`config.mk`:
```
export PLATFORM = sky130hd
export DESIGN_NAME = dbt_trace_dev_flat
export DESIGN_NICKNAME = d
export VERILOG_FILES = /design/src/include/dbt_pkg.sv /design/src/include/dbt_if.sv /design/src/hdl/dbt_trace_dev.sv /design/src/flat_wrapper.sv
export VERILOG_INCLUDE_DIRS = /design/src /design/src/include
export SDC_FILE = /design/constraint.sdc
export NUM_CORES = 1
export LEC_CHECK = 0
export ABC_AREA = 1
export BUFFER_PORTS_ARGS = -buffer_cell sky130_fd_sc_hd__buf_4
export CAP_MARGIN = 10
export CORE_UTILIZATION = 45
export DETAILED_ROUTE_END_ITERATION = 6
export PLACE_DENSITY_LB_ADDON = 0.1
export SETUP_SLACK_MARGIN = 0.4
export SLEW_MARGIN = 20
export SYNTH_ARGS = -nofsm -noshare
export SYNTH_HDL_FRONTEND = slang
export SYNTH_SLANG_ARGS = --single-unit
```
`constraint.sdc`:
```
create_clock -name clk_i -period 3.43 [get_ports clk_i]
set_input_delay 0.343 -clock clk_i [delete_from_list [all_inputs] [get_ports clk_i]]
set_output_delay 0.343 -clock clk_i [all_outputs]
set_load 0.01 [all_outputs]
```
`src/include/dbt_defines.svh`:
```
// register selects, field positions, reset values and counts of the trace block
`ifndef DBT_DEFINES_SVH
`define DBT_DEFINES_SVH
// ================================================================
// register selects
`define DBT_SEL_HIGH 2'h0
`define DBT_SEL_LOW 2'h1
`define DBT_SEL_CTRL 2'h2
// ================================================================
// trigger control fields
`define DBT_CTRL_TYPE_BIT 7
`define DBT_CTRL_BEGIN_BIT 6
`define DBT_CTRL_MODE_MSB 3
`define DBT_CTRL_MODE_LSB 0
`define DBT_CTRL_WMASK 8'hCF
`define DBT_CTRL_RESET 8'h00
// ================================================================
// capture fifo
`define DBT_FIFO_FULL 4'h8
`define DBT_FIFO_LAST 4'h7
`define DBT_HIGH_EVENT 8'h00
`define DBT_PRIME_READS 4'h8
`endif

```
`src/include/dbt_pkg.sv`:
```
// types shared by the two ends of the trace block
package dbt_pkg;
   // ================================================================
   // trigger modes
   typedef enum logic [3:0] {
      MODE_A_ONLY = 4'h0,
      MODE_A_OR_B = 4'h1,
      MODE_A_THEN_B = 4'h2,
      MODE_EVT_B = 4'h3,
      MODE_A_THEN_EVT_B = 4'h4,
      MODE_A_AND_BD = 4'h5,
      MODE_A_NOT_BD = 4'h6,
      MODE_INSIDE = 4'h7,
      MODE_OUTSIDE = 4'h8
   } dbt_mode_type;
   // ================================================================
   // host commands
   typedef enum logic [2:0] {
      OP_READ_WORD = 3'h0,
      OP_READ_BYTE = 3'h1,
      OP_READ_CTRL = 3'h2,
      OP_WRITE_CTRL = 3'h3,
      OP_ARM = 3'h4,
      OP_DISARM = 3'h5,
      OP_PRIME = 3'h6
   } dbt_op_type;
   // ================================================================
   // host sequencer states
   typedef enum logic [3:0] {
      HS_IDLE = 4'h1,
      HS_WAIT_HI = 4'h2,
      HS_WAIT_LO = 4'h4,
      HS_PRIME = 4'h8
   } dbt_state_type;
endpackage : dbt_pkg

```
`src/include/dbt_if.sv`:
```
// link between the processor side and the trace capture block
`timescale 1ns/1ps
interface dbt_if;
   logic [1:0] reg_sel;
   logic reg_rd;
   logic reg_wr;
   logic [7:0] reg_wdata;
   logic [7:0] reg_rdata;
   logic reg_rvalid;
   logic arm_start;
   logic arm_clear;
   logic armed;
   logic [15:0] cmp_a;
   logic [15:0] cmp_b;
   logic [15:0] bus_addr;
   logic [7:0] bus_data;
   logic bus_access;
   logic fetch;
   logic exec;
   logic [15:0] exec_addr;

   modport dev (
      input reg_sel, reg_rd, reg_wr, reg_wdata, arm_start, arm_clear,
      input cmp_a, cmp_b, bus_addr, bus_data, bus_access, fetch, exec,
      input exec_addr,
      output reg_rdata, reg_rvalid, armed
   );
   modport core (
      output reg_sel, reg_rd, reg_wr, reg_wdata, arm_start, arm_clear,
      output cmp_a, cmp_b, bus_addr, bus_data, bus_access, fetch, exec,
      output exec_addr,
      input reg_rdata, reg_rvalid, armed
   );
endinterface : dbt_if

```
`src/hdl/dbt_trace_dev.sv`:
```
// trace capture end: trigger decode, capture fifo and register windows
//
// Summary of operation
// - upper byte window read-only, writes ignored
// - event-only modes: upper byte reads zero
// - upper byte read leaves fifo position
// - lower byte read-only, read advances fifo
// - software reads upper before lower byte
// - event-only data: repeated lower reads suffice
// - armed: lower reads do not advance
// - software avoids fifo reads while armed
// - unarmed lower read stores last fetch address
// - profiling delays eight reads deep
// - software primes with eight discarded reads
// - control always readable, writable when unarmed
// - control bits 4 and 5 read zero
// - bit 7 selects access or executed opcode
// - bit 6 selects end or begin trace
// - event-only modes always begin trace
// - modes 0 to 3: A, A|B, A>B, evtB
// - modes 4 to 6: A>evtB, A&Bd, A&!Bd
// - 7 inside, 8 outside, rest never
`timescale 1ns/1ps
`include "dbt_defines.svh"
module dbt_trace_dev
   import dbt_pkg::*;
(
   input wire logic clk_i,
   input wire logic reset_n_i,
   dbt_if.dev link,
   output logic armed_o,
   output logic trig_o,
   output logic [3:0] fill_o
);

   // ================================================================
   // state
   logic [7:0] ctrl_q;
   logic armed_q;
   logic capt_q;
   logic a_seen_q;
   logic trig_q;
   logic [7:0] rdata_q;
   logic rvalid_q;
   logic [15:0] mem_q [0:7];
   logic [2:0] wptr_q;
   logic [2:0] rptr_q;
   logic [3:0] count_q;
   logic [15:0] last_fetch_q;

   logic [3:0] mode;
   logic evt_only;
   logic begin_trace;
   logic evt;
   logic [15:0] addr_v;
   logic hit_a;
   logic hit_b;
   logic data_eq;
   logic hit;
   logic store_en;
   logic [15:0] store_word;
   logic rd_low;
   logic wr_ctrl;
   logic stop;

   function automatic logic is_event_only(input logic [3:0] m);
      return (m == MODE_EVT_B) || (m == MODE_A_THEN_EVT_B);
   endfunction : is_event_only

   // ================================================================
   // comparators and trigger decode
   assign mode = ctrl_q[`DBT_CTRL_MODE_MSB:`DBT_CTRL_MODE_LSB];
   assign evt_only = is_event_only(mode);
   assign begin_trace = evt_only | ctrl_q[`DBT_CTRL_BEGIN_BIT];

   // tag mode looks at executed opcodes, force mode at every access
   always_comb begin
      if (ctrl_q[`DBT_CTRL_TYPE_BIT]) begin
         evt = link.exec;
         addr_v = link.exec_addr;
      end else begin
         evt = link.bus_access;
         addr_v = link.bus_addr;
      end
   end

   assign hit_a = evt && (addr_v == link.cmp_a);
   assign hit_b = evt && (addr_v == link.cmp_b);
   assign data_eq = link.bus_data == link.cmp_b[7:0];

   always_comb begin
      case (mode)
         MODE_A_ONLY: hit = hit_a;
         MODE_A_OR_B: hit = hit_a | hit_b;
         MODE_A_THEN_B: hit = a_seen_q & hit_b;
         MODE_EVT_B: hit = hit_b;
         MODE_A_THEN_EVT_B: hit = a_seen_q & hit_b;
         MODE_A_AND_BD: hit = hit_a & data_eq;
         MODE_A_NOT_BD: hit = hit_a & ~data_eq;
         MODE_INSIDE: begin
            hit = evt && (addr_v >= link.cmp_a)
                  && (addr_v <= link.cmp_b);
         end
         MODE_OUTSIDE: begin
            hit = evt && ((addr_v < link.cmp_a)
                  || (addr_v > link.cmp_b));
         end
         default: hit = 1'b0;
      endcase
   end

   // ================================================================
   // capture qualification
   always_comb begin
      if (evt_only) begin
         store_en = armed_q & hit;
         store_word = {`DBT_HIGH_EVENT, link.bus_data};
      end else begin
         store_en = armed_q & link.exec & (capt_q | (begin_trace & hit));
         store_word = link.exec_addr;
      end
   end

   // begin traces stop when full, end traces stop at the trigger
   assign stop = begin_trace ? (store_en && (count_q == `DBT_FIFO_LAST))
                             : (armed_q & hit);
   assign rd_low = link.reg_rd && (link.reg_sel == `DBT_SEL_LOW);
   assign wr_ctrl = link.reg_wr && (link.reg_sel == `DBT_SEL_CTRL);

   // ================================================================
   // control register
   always_ff @(posedge clk_i or negedge reset_n_i) begin
      if (!reset_n_i) begin
         ctrl_q <= `DBT_CTRL_RESET;
      end else if (wr_ctrl && !armed_q) begin
         ctrl_q <= link.reg_wdata & `DBT_CTRL_WMASK;
      end
   end

   // ================================================================
   // arming and sequence state
   always_ff @(posedge clk_i or negedge reset_n_i) begin
      if (!reset_n_i) begin
         armed_q <= 1'b0;
         capt_q <= 1'b0;
         a_seen_q <= 1'b0;
         trig_q <= 1'b0;
      end else begin
         trig_q <= armed_q & hit;
         // a fresh arm wins over any stop in the same cycle
         if (link.arm_start) begin
            armed_q <= 1'b1;
            capt_q <= ~begin_trace;
            a_seen_q <= 1'b0;
         end else begin
            if (link.arm_clear || stop) begin
               armed_q <= 1'b0;
            end
            if (armed_q && begin_trace && hit) begin
               capt_q <= 1'b1;
            end
            if (armed_q && hit_a) begin
               a_seen_q <= 1'b1;
            end
         end
      end
   end

   // ================================================================
   // pointers and fill level
   always_ff @(posedge clk_i or negedge reset_n_i) begin
      if (!reset_n_i) begin
         wptr_q <= 3'h0;
         rptr_q <= 3'h0;
         count_q <= 4'h0;
      end else if (link.arm_start) begin
         wptr_q <= 3'h0;
         rptr_q <= 3'h0;
         count_q <= 4'h0;
      end else begin
         if (store_en) begin
            wptr_q <= wptr_q + 3'h1;
            if (count_q != `DBT_FIFO_FULL) begin
               count_q <= count_q + 4'h1;
            end
         end
         // circular overwrite drops the oldest word
         if (store_en && (count_q == `DBT_FIFO_FULL)) begin
            rptr_q <= rptr_q + 3'h1;
         end else if (rd_low && !armed_q) begin
            rptr_q <= rptr_q + 3'h1;
         end
      end
   end

   // ================================================================
   // fifo storage and profiling
   always_ff @(posedge clk_i or negedge reset_n_i) begin
      if (!reset_n_i) begin
         last_fetch_q <= 16'h0000;
      end else if (link.fetch) begin
         last_fetch_q <= link.bus_addr;
      end
   end

   // storing only happens armed, profiling only unarmed: no clash
   always_ff @(posedge clk_i or negedge reset_n_i) begin
      if (!reset_n_i) begin
         for (int i = 0; i < 8; i++) begin
            mem_q[i] <= 16'h0000;
         end
      end else if (store_en) begin
         mem_q[wptr_q] <= store_word;
      end else if (rd_low && !armed_q) begin
         mem_q[rptr_q] <= last_fetch_q;
      end
   end

   // ================================================================
   // read windows; a high read touches no pointer
   always_ff @(posedge clk_i or negedge reset_n_i) begin
      if (!reset_n_i) begin
         rdata_q <= 8'h00;
         rvalid_q <= 1'b0;
      end else begin
         rvalid_q <= link.reg_rd;
         if (link.reg_rd) begin
            case (link.reg_sel)
               `DBT_SEL_HIGH: begin
                  rdata_q <= is_event_only(mode) ? `DBT_HIGH_EVENT
                                                 : mem_q[rptr_q][15:8];
               end
               `DBT_SEL_LOW: rdata_q <= mem_q[rptr_q][7:0];
               `DBT_SEL_CTRL: rdata_q <= ctrl_q;
               default: rdata_q <= 8'h00;
            endcase
         end
      end
   end

   assign link.reg_rdata = rdata_q;
   assign link.reg_rvalid = rvalid_q;
   assign link.armed = armed_q;
   assign armed_o = armed_q;
   assign trig_o = trig_q;
   assign fill_o = count_q;

endmodule : dbt_trace_dev

```
`src/flat_wrapper.sv`:
```
// flat-port wrapper written by rule: the top's interface ports become plain ports
module dbt_trace_dev_flat import dbt_pkg::*;
  (clk_i, reset_n_i, armed_o, trig_o, fill_o, link_reg_sel, link_reg_rd, link_reg_wr, link_reg_wdata, link_arm_start, link_arm_clear, link_cmp_a, link_cmp_b, link_bus_addr, link_bus_data, link_bus_access, link_fetch, link_exec, link_exec_addr, link_reg_rdata, link_reg_rvalid, link_armed);
  dbt_if link_i ();
  input wire logic clk_i;
  input wire logic reset_n_i;
  output logic armed_o;
  output logic trig_o;
  output logic [3:0] fill_o;
  input wire logic [$bits(link_i.reg_sel)-1:0] link_reg_sel;
  input wire logic [$bits(link_i.reg_rd)-1:0] link_reg_rd;
  input wire logic [$bits(link_i.reg_wr)-1:0] link_reg_wr;
  input wire logic [$bits(link_i.reg_wdata)-1:0] link_reg_wdata;
  input wire logic [$bits(link_i.arm_start)-1:0] link_arm_start;
  input wire logic [$bits(link_i.arm_clear)-1:0] link_arm_clear;
  input wire logic [$bits(link_i.cmp_a)-1:0] link_cmp_a;
  input wire logic [$bits(link_i.cmp_b)-1:0] link_cmp_b;
  input wire logic [$bits(link_i.bus_addr)-1:0] link_bus_addr;
  input wire logic [$bits(link_i.bus_data)-1:0] link_bus_data;
  input wire logic [$bits(link_i.bus_access)-1:0] link_bus_access;
  input wire logic [$bits(link_i.fetch)-1:0] link_fetch;
  input wire logic [$bits(link_i.exec)-1:0] link_exec;
  input wire logic [$bits(link_i.exec_addr)-1:0] link_exec_addr;
  output wire logic [$bits(link_i.reg_rdata)-1:0] link_reg_rdata;
  output wire logic [$bits(link_i.reg_rvalid)-1:0] link_reg_rvalid;
  output wire logic [$bits(link_i.armed)-1:0] link_armed;
  assign link_i.reg_sel = link_reg_sel;
  assign link_i.reg_rd = link_reg_rd;
  assign link_i.reg_wr = link_reg_wr;
  assign link_i.reg_wdata = link_reg_wdata;
  assign link_i.arm_start = link_arm_start;
  assign link_i.arm_clear = link_arm_clear;
  assign link_i.cmp_a = link_cmp_a;
  assign link_i.cmp_b = link_cmp_b;
  assign link_i.bus_addr = link_bus_addr;
  assign link_i.bus_data = link_bus_data;
  assign link_i.bus_access = link_bus_access;
  assign link_i.fetch = link_fetch;
  assign link_i.exec = link_exec;
  assign link_i.exec_addr = link_exec_addr;
  assign link_reg_rdata = link_i.reg_rdata;
  assign link_reg_rvalid = link_i.reg_rvalid;
  assign link_armed = link_i.armed;
  dbt_trace_dev u_core (.clk_i(clk_i), .reset_n_i(reset_n_i), .link(link_i), .armed_o(armed_o), .trig_o(trig_o), .fill_o(fill_o));
endmodule
```
==> impl_results.md, run 1 <==
- Status: finished, violations left
- Violated checks: setup timing
- Min Tclk post-route: 3.45 ns
- Die area: 0.0282 sq mm
- Ys Warns: 0
- Final-layout fill cell count: about 2600
- Hold Path Stages: 3
- Clock Path Buffers: 2
- Clock sinks: ~170
- Core area: about 0.027 sq mm
- Largest net degree at the start of global routing: 71
- Post-synth cell types: 44
- Height of the die: 168 um
- GRT Util Overall: 0.344
- HPWL Detailed: approximately 33000 um
- Detailed-route via count: roughly 14000
- CP Data Required Time: about 3.8 ns
- Number of global-route vias before repair: approximately 12000
- CP Capture Type: register
- Gpl congestion: between 0.9 and 1
- Global-route wire length before repair: 73100 um
- Number of flops mapped to enable cells by yosys: 0
- Site Rows: 60
- Yosys reg bits: 173
- Power Density: about 420 mW/mm^2
- Synth async-reset ratio: 1.00
- Cells after Synth: approximately 1900
- R2R setup slack: -0.02 ns
- Worst reg2reg path endpoint: u_core.mem_q[116]
- Starting Density: 0.460
- # DRC: 0
- Mapped Area: 0.0124 sq mm
- Seq pwr share: 0.364
- Die X-Extent: around 170 um
- Nets: between 2000 and 2500
- Net switching power: between 0.002 and 0.0025 W
- Syn Area/Cell: between 6 and 7 sq um
- CP Launch Type: register
- Worst-skew pair later-pin latency: ~0.45 ns
- Worst setup path startpoint: u_core.ctrl_q[7]
- Root Buffer: clkbuf_16
- Max Cap Viol: 0
- Post-synthesis sequential area ratio: 0.349
- I/O Pins: roughly 110
- Worst Setup EP: u_core.mem_q[116]
- Skew final: ~0.017 ns
- Vias/cell: 5.76
- Leading cell type in the layout, fill and taps excluded: nand2_1
- Syn Nets: roughly 2000
- DRT iter0 DRCs: approximately 1500
- Slew Limit Fails: 0
- CTS Buf Count: 17
- Combinational Power Share: 0.329
- Most frequent cells in the layout: nand2_1 (684), nor2_1 (279), nand3_1 (248), dfrtp_1 (172), buf_4 (161)
- Reg2Reg Depth: 21
- CTS tree: built
- DRT antenna net count: 0
- Syn-to-layout area delta: 22.0%
- RSZ-0062 raised after global routing: true
- Reg clk slew, reported paths: 0.08 ns
- Worst-Margin Slew: 0.940 ns
- Slew margin rel.: 0.368
- Placement Setup Slack: -0.0204 ns
- Final core occ: 0.561
- Internal power: about 0.0039 W
- Clk pwr share: 0.307
- Sw Share: 0.388
- WL final: 49000 um
- Crit Path Class: register to register
- WL/cell: 20.6 um
- Final Hold Vio Count: 0
- Fin worst setup slack: -0.0189 ns
- Tcrit/Tclk final: 1.01
- Initial antenna violation count: 0
- Port bufs: 104
- VDD IR max: between 300 and 400 uV
- Arrival time worst endpoint: 3.84 ns
- Fmax: slightly below 300 MHz
- RR Startpoint: u_core.ctrl_q[7]
- Commonest register cell after synthesis: dfrtp_1
- H-tree levels: 4
- CP Max Fanout: 8
- ANT cells: 0
- Grt ovf: 0
- Final setup violation count: 24
- Leakage: between 8 and 9 nW
- Share of cells above drive strength 1: 0.168
- Pre-antenna DRT Iters: 7
- Hold WC Path Type: primary input to register
[critical path, cell delays in order (launching register included)]
cell and delay [ns]:
dfrtp_2 0.44, clkbuf_16 0.18, mux2_2 0.37, ha_4 0.28
nand2_1 0.06, nor2_2 0.12, nand4_1 0.22, nor2_2 0.23
buf_4 0.13, nand4_1 0.07, nand2_1 0.10, nor2_2 0.05
nand3_4 0.10, nand2_4 0.06, nand2_4 0.08, nand2_8 0.13
nand2_8 0.22, nand2_8 0.10, nand2_8 0.13, clkbuf_16 0.20
nand2_2 0.05, nand2_1 0.05
[sequential cells by signal, indices dropped and copies added, names as in the netlist, 3 cells and up]
| register | cells |
|---|---|
| u_core.fill_o | 4 |
| u_core.mem_q | 128 |
| u_core.link.reg_rdata | 8 |
| u_core.last_fetch_q | 16 |
| u_core.wptr_q | 3 |
| u_core.ctrl_q | 6 |
| u_core.rptr_q | 3 |
[cells by family (layout without fill, tap and decap cells)]
kind of cell               Yosys count  after routing  synth area share
muxes                               19             19            0.0169
AOI/OAI and AO/OA                  122            122            0.0643
xor gates and xnor gates             5              5           0.00353
and+or+nand+nor                   1328           1331             0.450
adders and majority gates           36             36            0.0364
DFF                                173            173             0.349
buffers and inverters              218            345            0.0799
[worst min-delay path by stage]
stage,startpoint,to
final,link_bus_addr[11],u_core.last_fetch_q[11]
after global routing,link_reg_rd,u_core.link.reg_rvalid
after CTS,link_bus_addr[11],u_core.last_fetch_q[11]
after detailed placement,reset_n_i,u_core.mem_q[112]
after global placement,reset_n_i,u_core.mem_q[112]
after floorplan,reset_n_i,u_core.a_seen_q
[repair_timing]
action                                  4_1_cts  5_1_grt
buffers inserted                              5        8
hold endpoints to repair                     68        0
pin swaps                                     4       11
gates cloned                                  3        8
endpoints found under the setup margin      139      140
gates resized for setup                      25       79
hold buffers                                  1        0
[cell type report]
class	count	area [sq um]	share of cell area
Tap cell	341	427	0.0282
Sequential cell	173	4330	0.287
Clock inverter	15	153	0.0101
Timing Repair Buffer	200	1910	0.126
Inverter	113	424	0.0281
Multi-Input combinational cell	1513	7440	0.493
Clock buffer	17	425	0.0282
[routing by layer]
layer | part of all wire | GRT usage | wire length, um
met5 | 0 | 0 | 0
met4 | 0.051 | 0.168 | 2510
met3 | 0.11 | 0.0820 | 5410
met2 | 0.43 | 0.516 | 21000
met1 | 0.41 | 0.466 | 20100
[Yosys cell counts, types with 2 or more instances]
cell,instances,area [sq um]
a21oi_1,26,130
a221oi_1,12,105
a22o_1,13,114
a22oi_1,22,165
a41oi_1,4,35.0
buf_1,3,11.3
buf_2,35,175
buf_4,21,158
buf_6,5,56.3
clkbuf_1,40,150
clkinv_1,20,75.1
dfrtp_1,173,4330
ha_1,36,450
inv_1,84,315
inv_2,9,33.8
mux2_2,15,169
mux2i_1,4,40.0
nand2_1,715,2680
nand2_2,17,106
nand2_4,5,56.3
nand3_1,254,1270
nand3_4,2,35.0
nand4_1,30,188
nor2_1,282,1060
nor2_2,3,18.8
nor3_1,10,50.1
nor3_2,5,50.1
o21a_1,2,15.0
o21ai_0,31,155
o21ai_1,6,30.0
xnor2_1,4,35.0
[stage by stage]
stage / setup TNS [ns] / power [W] / hold slack [ns] / instances / cell area [sq um]
6_report: -0.205 / 0.00642 / 0.0968 / 2372 / 15100
5_1_grt: -15.61 / 0.00667 / 0.0998 / 2372 / 15100
4_1_cts: 0 / 0.00619 / 0.0982 / 2356 / 14500
3_5_place_dp: -0.0204 / 0.00420 / 0.404 / 2315 / 13800
3_3_place_gp: 0 / 0.00417 / 0.401 / 2315 / 13800
2_1_floorplan: 0 / 0.00340 / 0.0474 / 1901 / 12400
[power by group through the flow]
stage          combinational [W]  clock [W]  sequential [W]
2_1_floorplan            0.00108          0         0.00233
3_3_place_gp             0.00181          0         0.00236
3_5_place_dp             0.00183          0         0.00236
4_1_cts                  0.00189    0.00197         0.00233
5_1_grt                  0.00227    0.00205         0.00235
6_report                 0.00211    0.00197         0.00234
No activity file was read; power rests on OpenSTA's default activity.
==> run 2, diff against run 1 <==
Settings changed: CORE_UTILIZATION 45 to 40.
==> impl_results.md, run 2 (synthesis results as in run 1) <==
- Leakage: 8.39 nW
- Largest Register: u_core.mem_q
- Max Cap Viol: 0
- Hold WC Path Type: primary input to async pin
- Min Tclk post-route: 3.35 ns
- H-tree levels: 4
- Number of global-route vias before repair: approximately 13000
- Power Density: 413 mW/mm^2
- Tcrit/Tclk final: 0.978
- Vias/cell: 5.67
- Die X-Extent: between 150 and 200 um
- Fmax: about 300 MHz
- Detailed-route via count: 13900
- Syn-to-layout area delta: 31.8%
- CP Launch Type: register
- Leading cell type in the layout, fill and taps excluded: nand2_1
- Skew final: 0.0165 ns
- Reg2Reg Depth: 21
- Setup TNS: 0 ns
- Global-route wire length before repair: about 80000 um
- Largest net degree at the start of global routing: 91
- Clock Path Buffers: 2
- Arrival time worst endpoint: about 3.7 ns
- DRT antenna net count: 0
- Final-layout fill cell count: ~3000
- Core area: roughly 0.031 sq mm
- RSZ-0062 raised after global routing: true
- CP Capture Type: register
- Die area: 0.0317 sq mm
- Final Hold Vio Count: 0
- Worst-skew pair later-pin latency: approximately 0.46 ns
- CTS Buf Count: 17
- Reg clk slew, reported paths: approximately 0.070 ns
- Max reg flops: between 100 and 150
- Port bufs: 104
- Status: finished, final reports clean
- Share of cells above drive strength 1: 0.232
- Worst-Margin Slew: 0.938 ns
- Clock sinks: around 170
- Nets: between 2000 and 2500
- WL/cell: around 22 um
- HPWL Detailed: approximately 34000 um
- Site Rows: 64
- Root Buffer: clkbuf_16
- Most frequent cells in the layout: nand2_1 (647), nor2_1 (280), nand3_1 (172), dfrtp_1 (172), buf_4 (162)
- Slew Limit Fails: 0
- Placement Setup Slack: -0.00819 ns
- Fin worst setup slack: 0.0769 ns
- Final core occ: 0.535
- Starting Density: 0.406
- VDD IR max: 395 uV
- I/O Pins: between 100 and 150
- Final setup violation count: 0
- DRT iter0 DRCs: between 1000 and 1500
- CTS tree: built
- # DRC: 0
- Gpl congestion: roughly 0.90
- Slew margin rel.: 0.375
- Pre-antenna DRT Iters: 6
- CP Max Fanout: 8
- CP Data Required Time: around 3.8 ns
- Crit Path Class: register to register
- GRT Util Overall: 0.340
- ANT cells: 0
- Grt ovf: 0
- Height of the die: 178 um
- Initial antenna violation count: 0
- WL final: 53000 um
-- run 2: cell count changes in the layout (fill, tap and decap cells not counted), sizes merged --
cell / previous run / this run
inv: 99 / 96
nand2: 741 / 745
clkinv: 26 / 24
bufinv: 0 / 3
buf: 192 / 212
bufbuf: 0 / 2
dlygate4sd3: 1 / 0
-- run 2: path summary, 6_finish.rpt --
kind | slack, ns | to | start
max | 0.08 | u_core.mem_q[28] | u_core.ctrl_q[7]
min | 0.009 | u_core.mem_q[69] | reset_n_i
max reg2reg | 0.08 | u_core.mem_q[28] | u_core.ctrl_q[7]
min reg2reg | 0.48 | u_core.mem_q[64] | u_core.mem_q[64]
max in group asynchronous | 2.50 | u_core.mem_q[88] | reset_n_i
min in group clk_i | 0.09 | u_core.link.reg_rvalid | link_reg_rd
-- run 2: layout make-up --
| type | instances | area, sq um | area share |
|---|---|---|---|
| clock buffers | 19 | 453 | 0.0277 |
| clock inverters | 13 | 161 | 0.00989 |
| inverters | 113 | 424 | 0.0260 |
| multi-input cells | 1517 | 8130 | 0.498 |
| flip-flops and latches | 173 | 4330 | 0.265 |
| well taps | 396 | 495 | 0.0303 |
| repair buffers | 219 | 2330 | 0.143 |
-- run 2: stage by stage --
| step | hold slack [ns] | power (W) | std cells | area, sq um |
|---|---|---|---|---|
| after floorplan | 0.0474 | 0.00340 | 1901 | 12400 |
| after global placement | 0.464 | 0.00418 | 2371 | 13700 |
| after detailed placement | 0.466 | 0.00420 | 2371 | 13700 |
| after CTS | 0.0350 | 0.00656 | 2440 | 15600 |
| after global routing | 0.0762 | 0.00700 | 2450 | 16300 |
| final | 0.00943 | 0.00675 | 2450 | 16300 |
-- run 2: where the power goes --
group | switching, W | internal (W) | total (W) | leakage, nW
registers | 0.000139 | 0.00220 | 0.00234 | 2.33
clock network | 0.000930 | 0.00119 | 0.00212 | 0.297
logic | 0.00143 | 0.000856 | 0.00229 | 5.76
-- run 2: per-layer routing --
metal  wire length, um  part of all wire  up-vias  GRT usage
met3              4890             0.092      146     0.0678
met5                 0                 0        -          0
met4              3070             0.058        0      0.179
met1             21900              0.41     6566      0.455
li1                  -                 -     6428          -
met2             23200              0.44      759      0.514
-- run 2: what timing repair did --
action                                  in CTS  in global routing
cloned                                      15                  8
buffers inserted                            22                  2
resized for setup                          150                132
hold buffers                                 0                  0
pin swaps                                   46                 82
endpoints found under the setup margin     139                140
-- run 2: worst max-delay path, stage by stage (launching register included) --
cell	delay (ns)
dfrtp_2	0.45
buf_12	0.15
buf_16	0.13
mux2_4	0.32
ha_4	0.26
nand4_1	0.17
nor2_4	0.17
nand4_1	0.17
nor2_1	0.14
nand2_1	0.06
nand2_1	0.07
nor2_2	0.05
nand3_4	0.09
nand2_4	0.06
nand2_4	0.08
nand2_8	0.11
buf_12	0.17
nand2_8	0.15
nand2_8	0.10
clkbuf_16	0.19
nand3_1	0.08
nand2_1	0.05
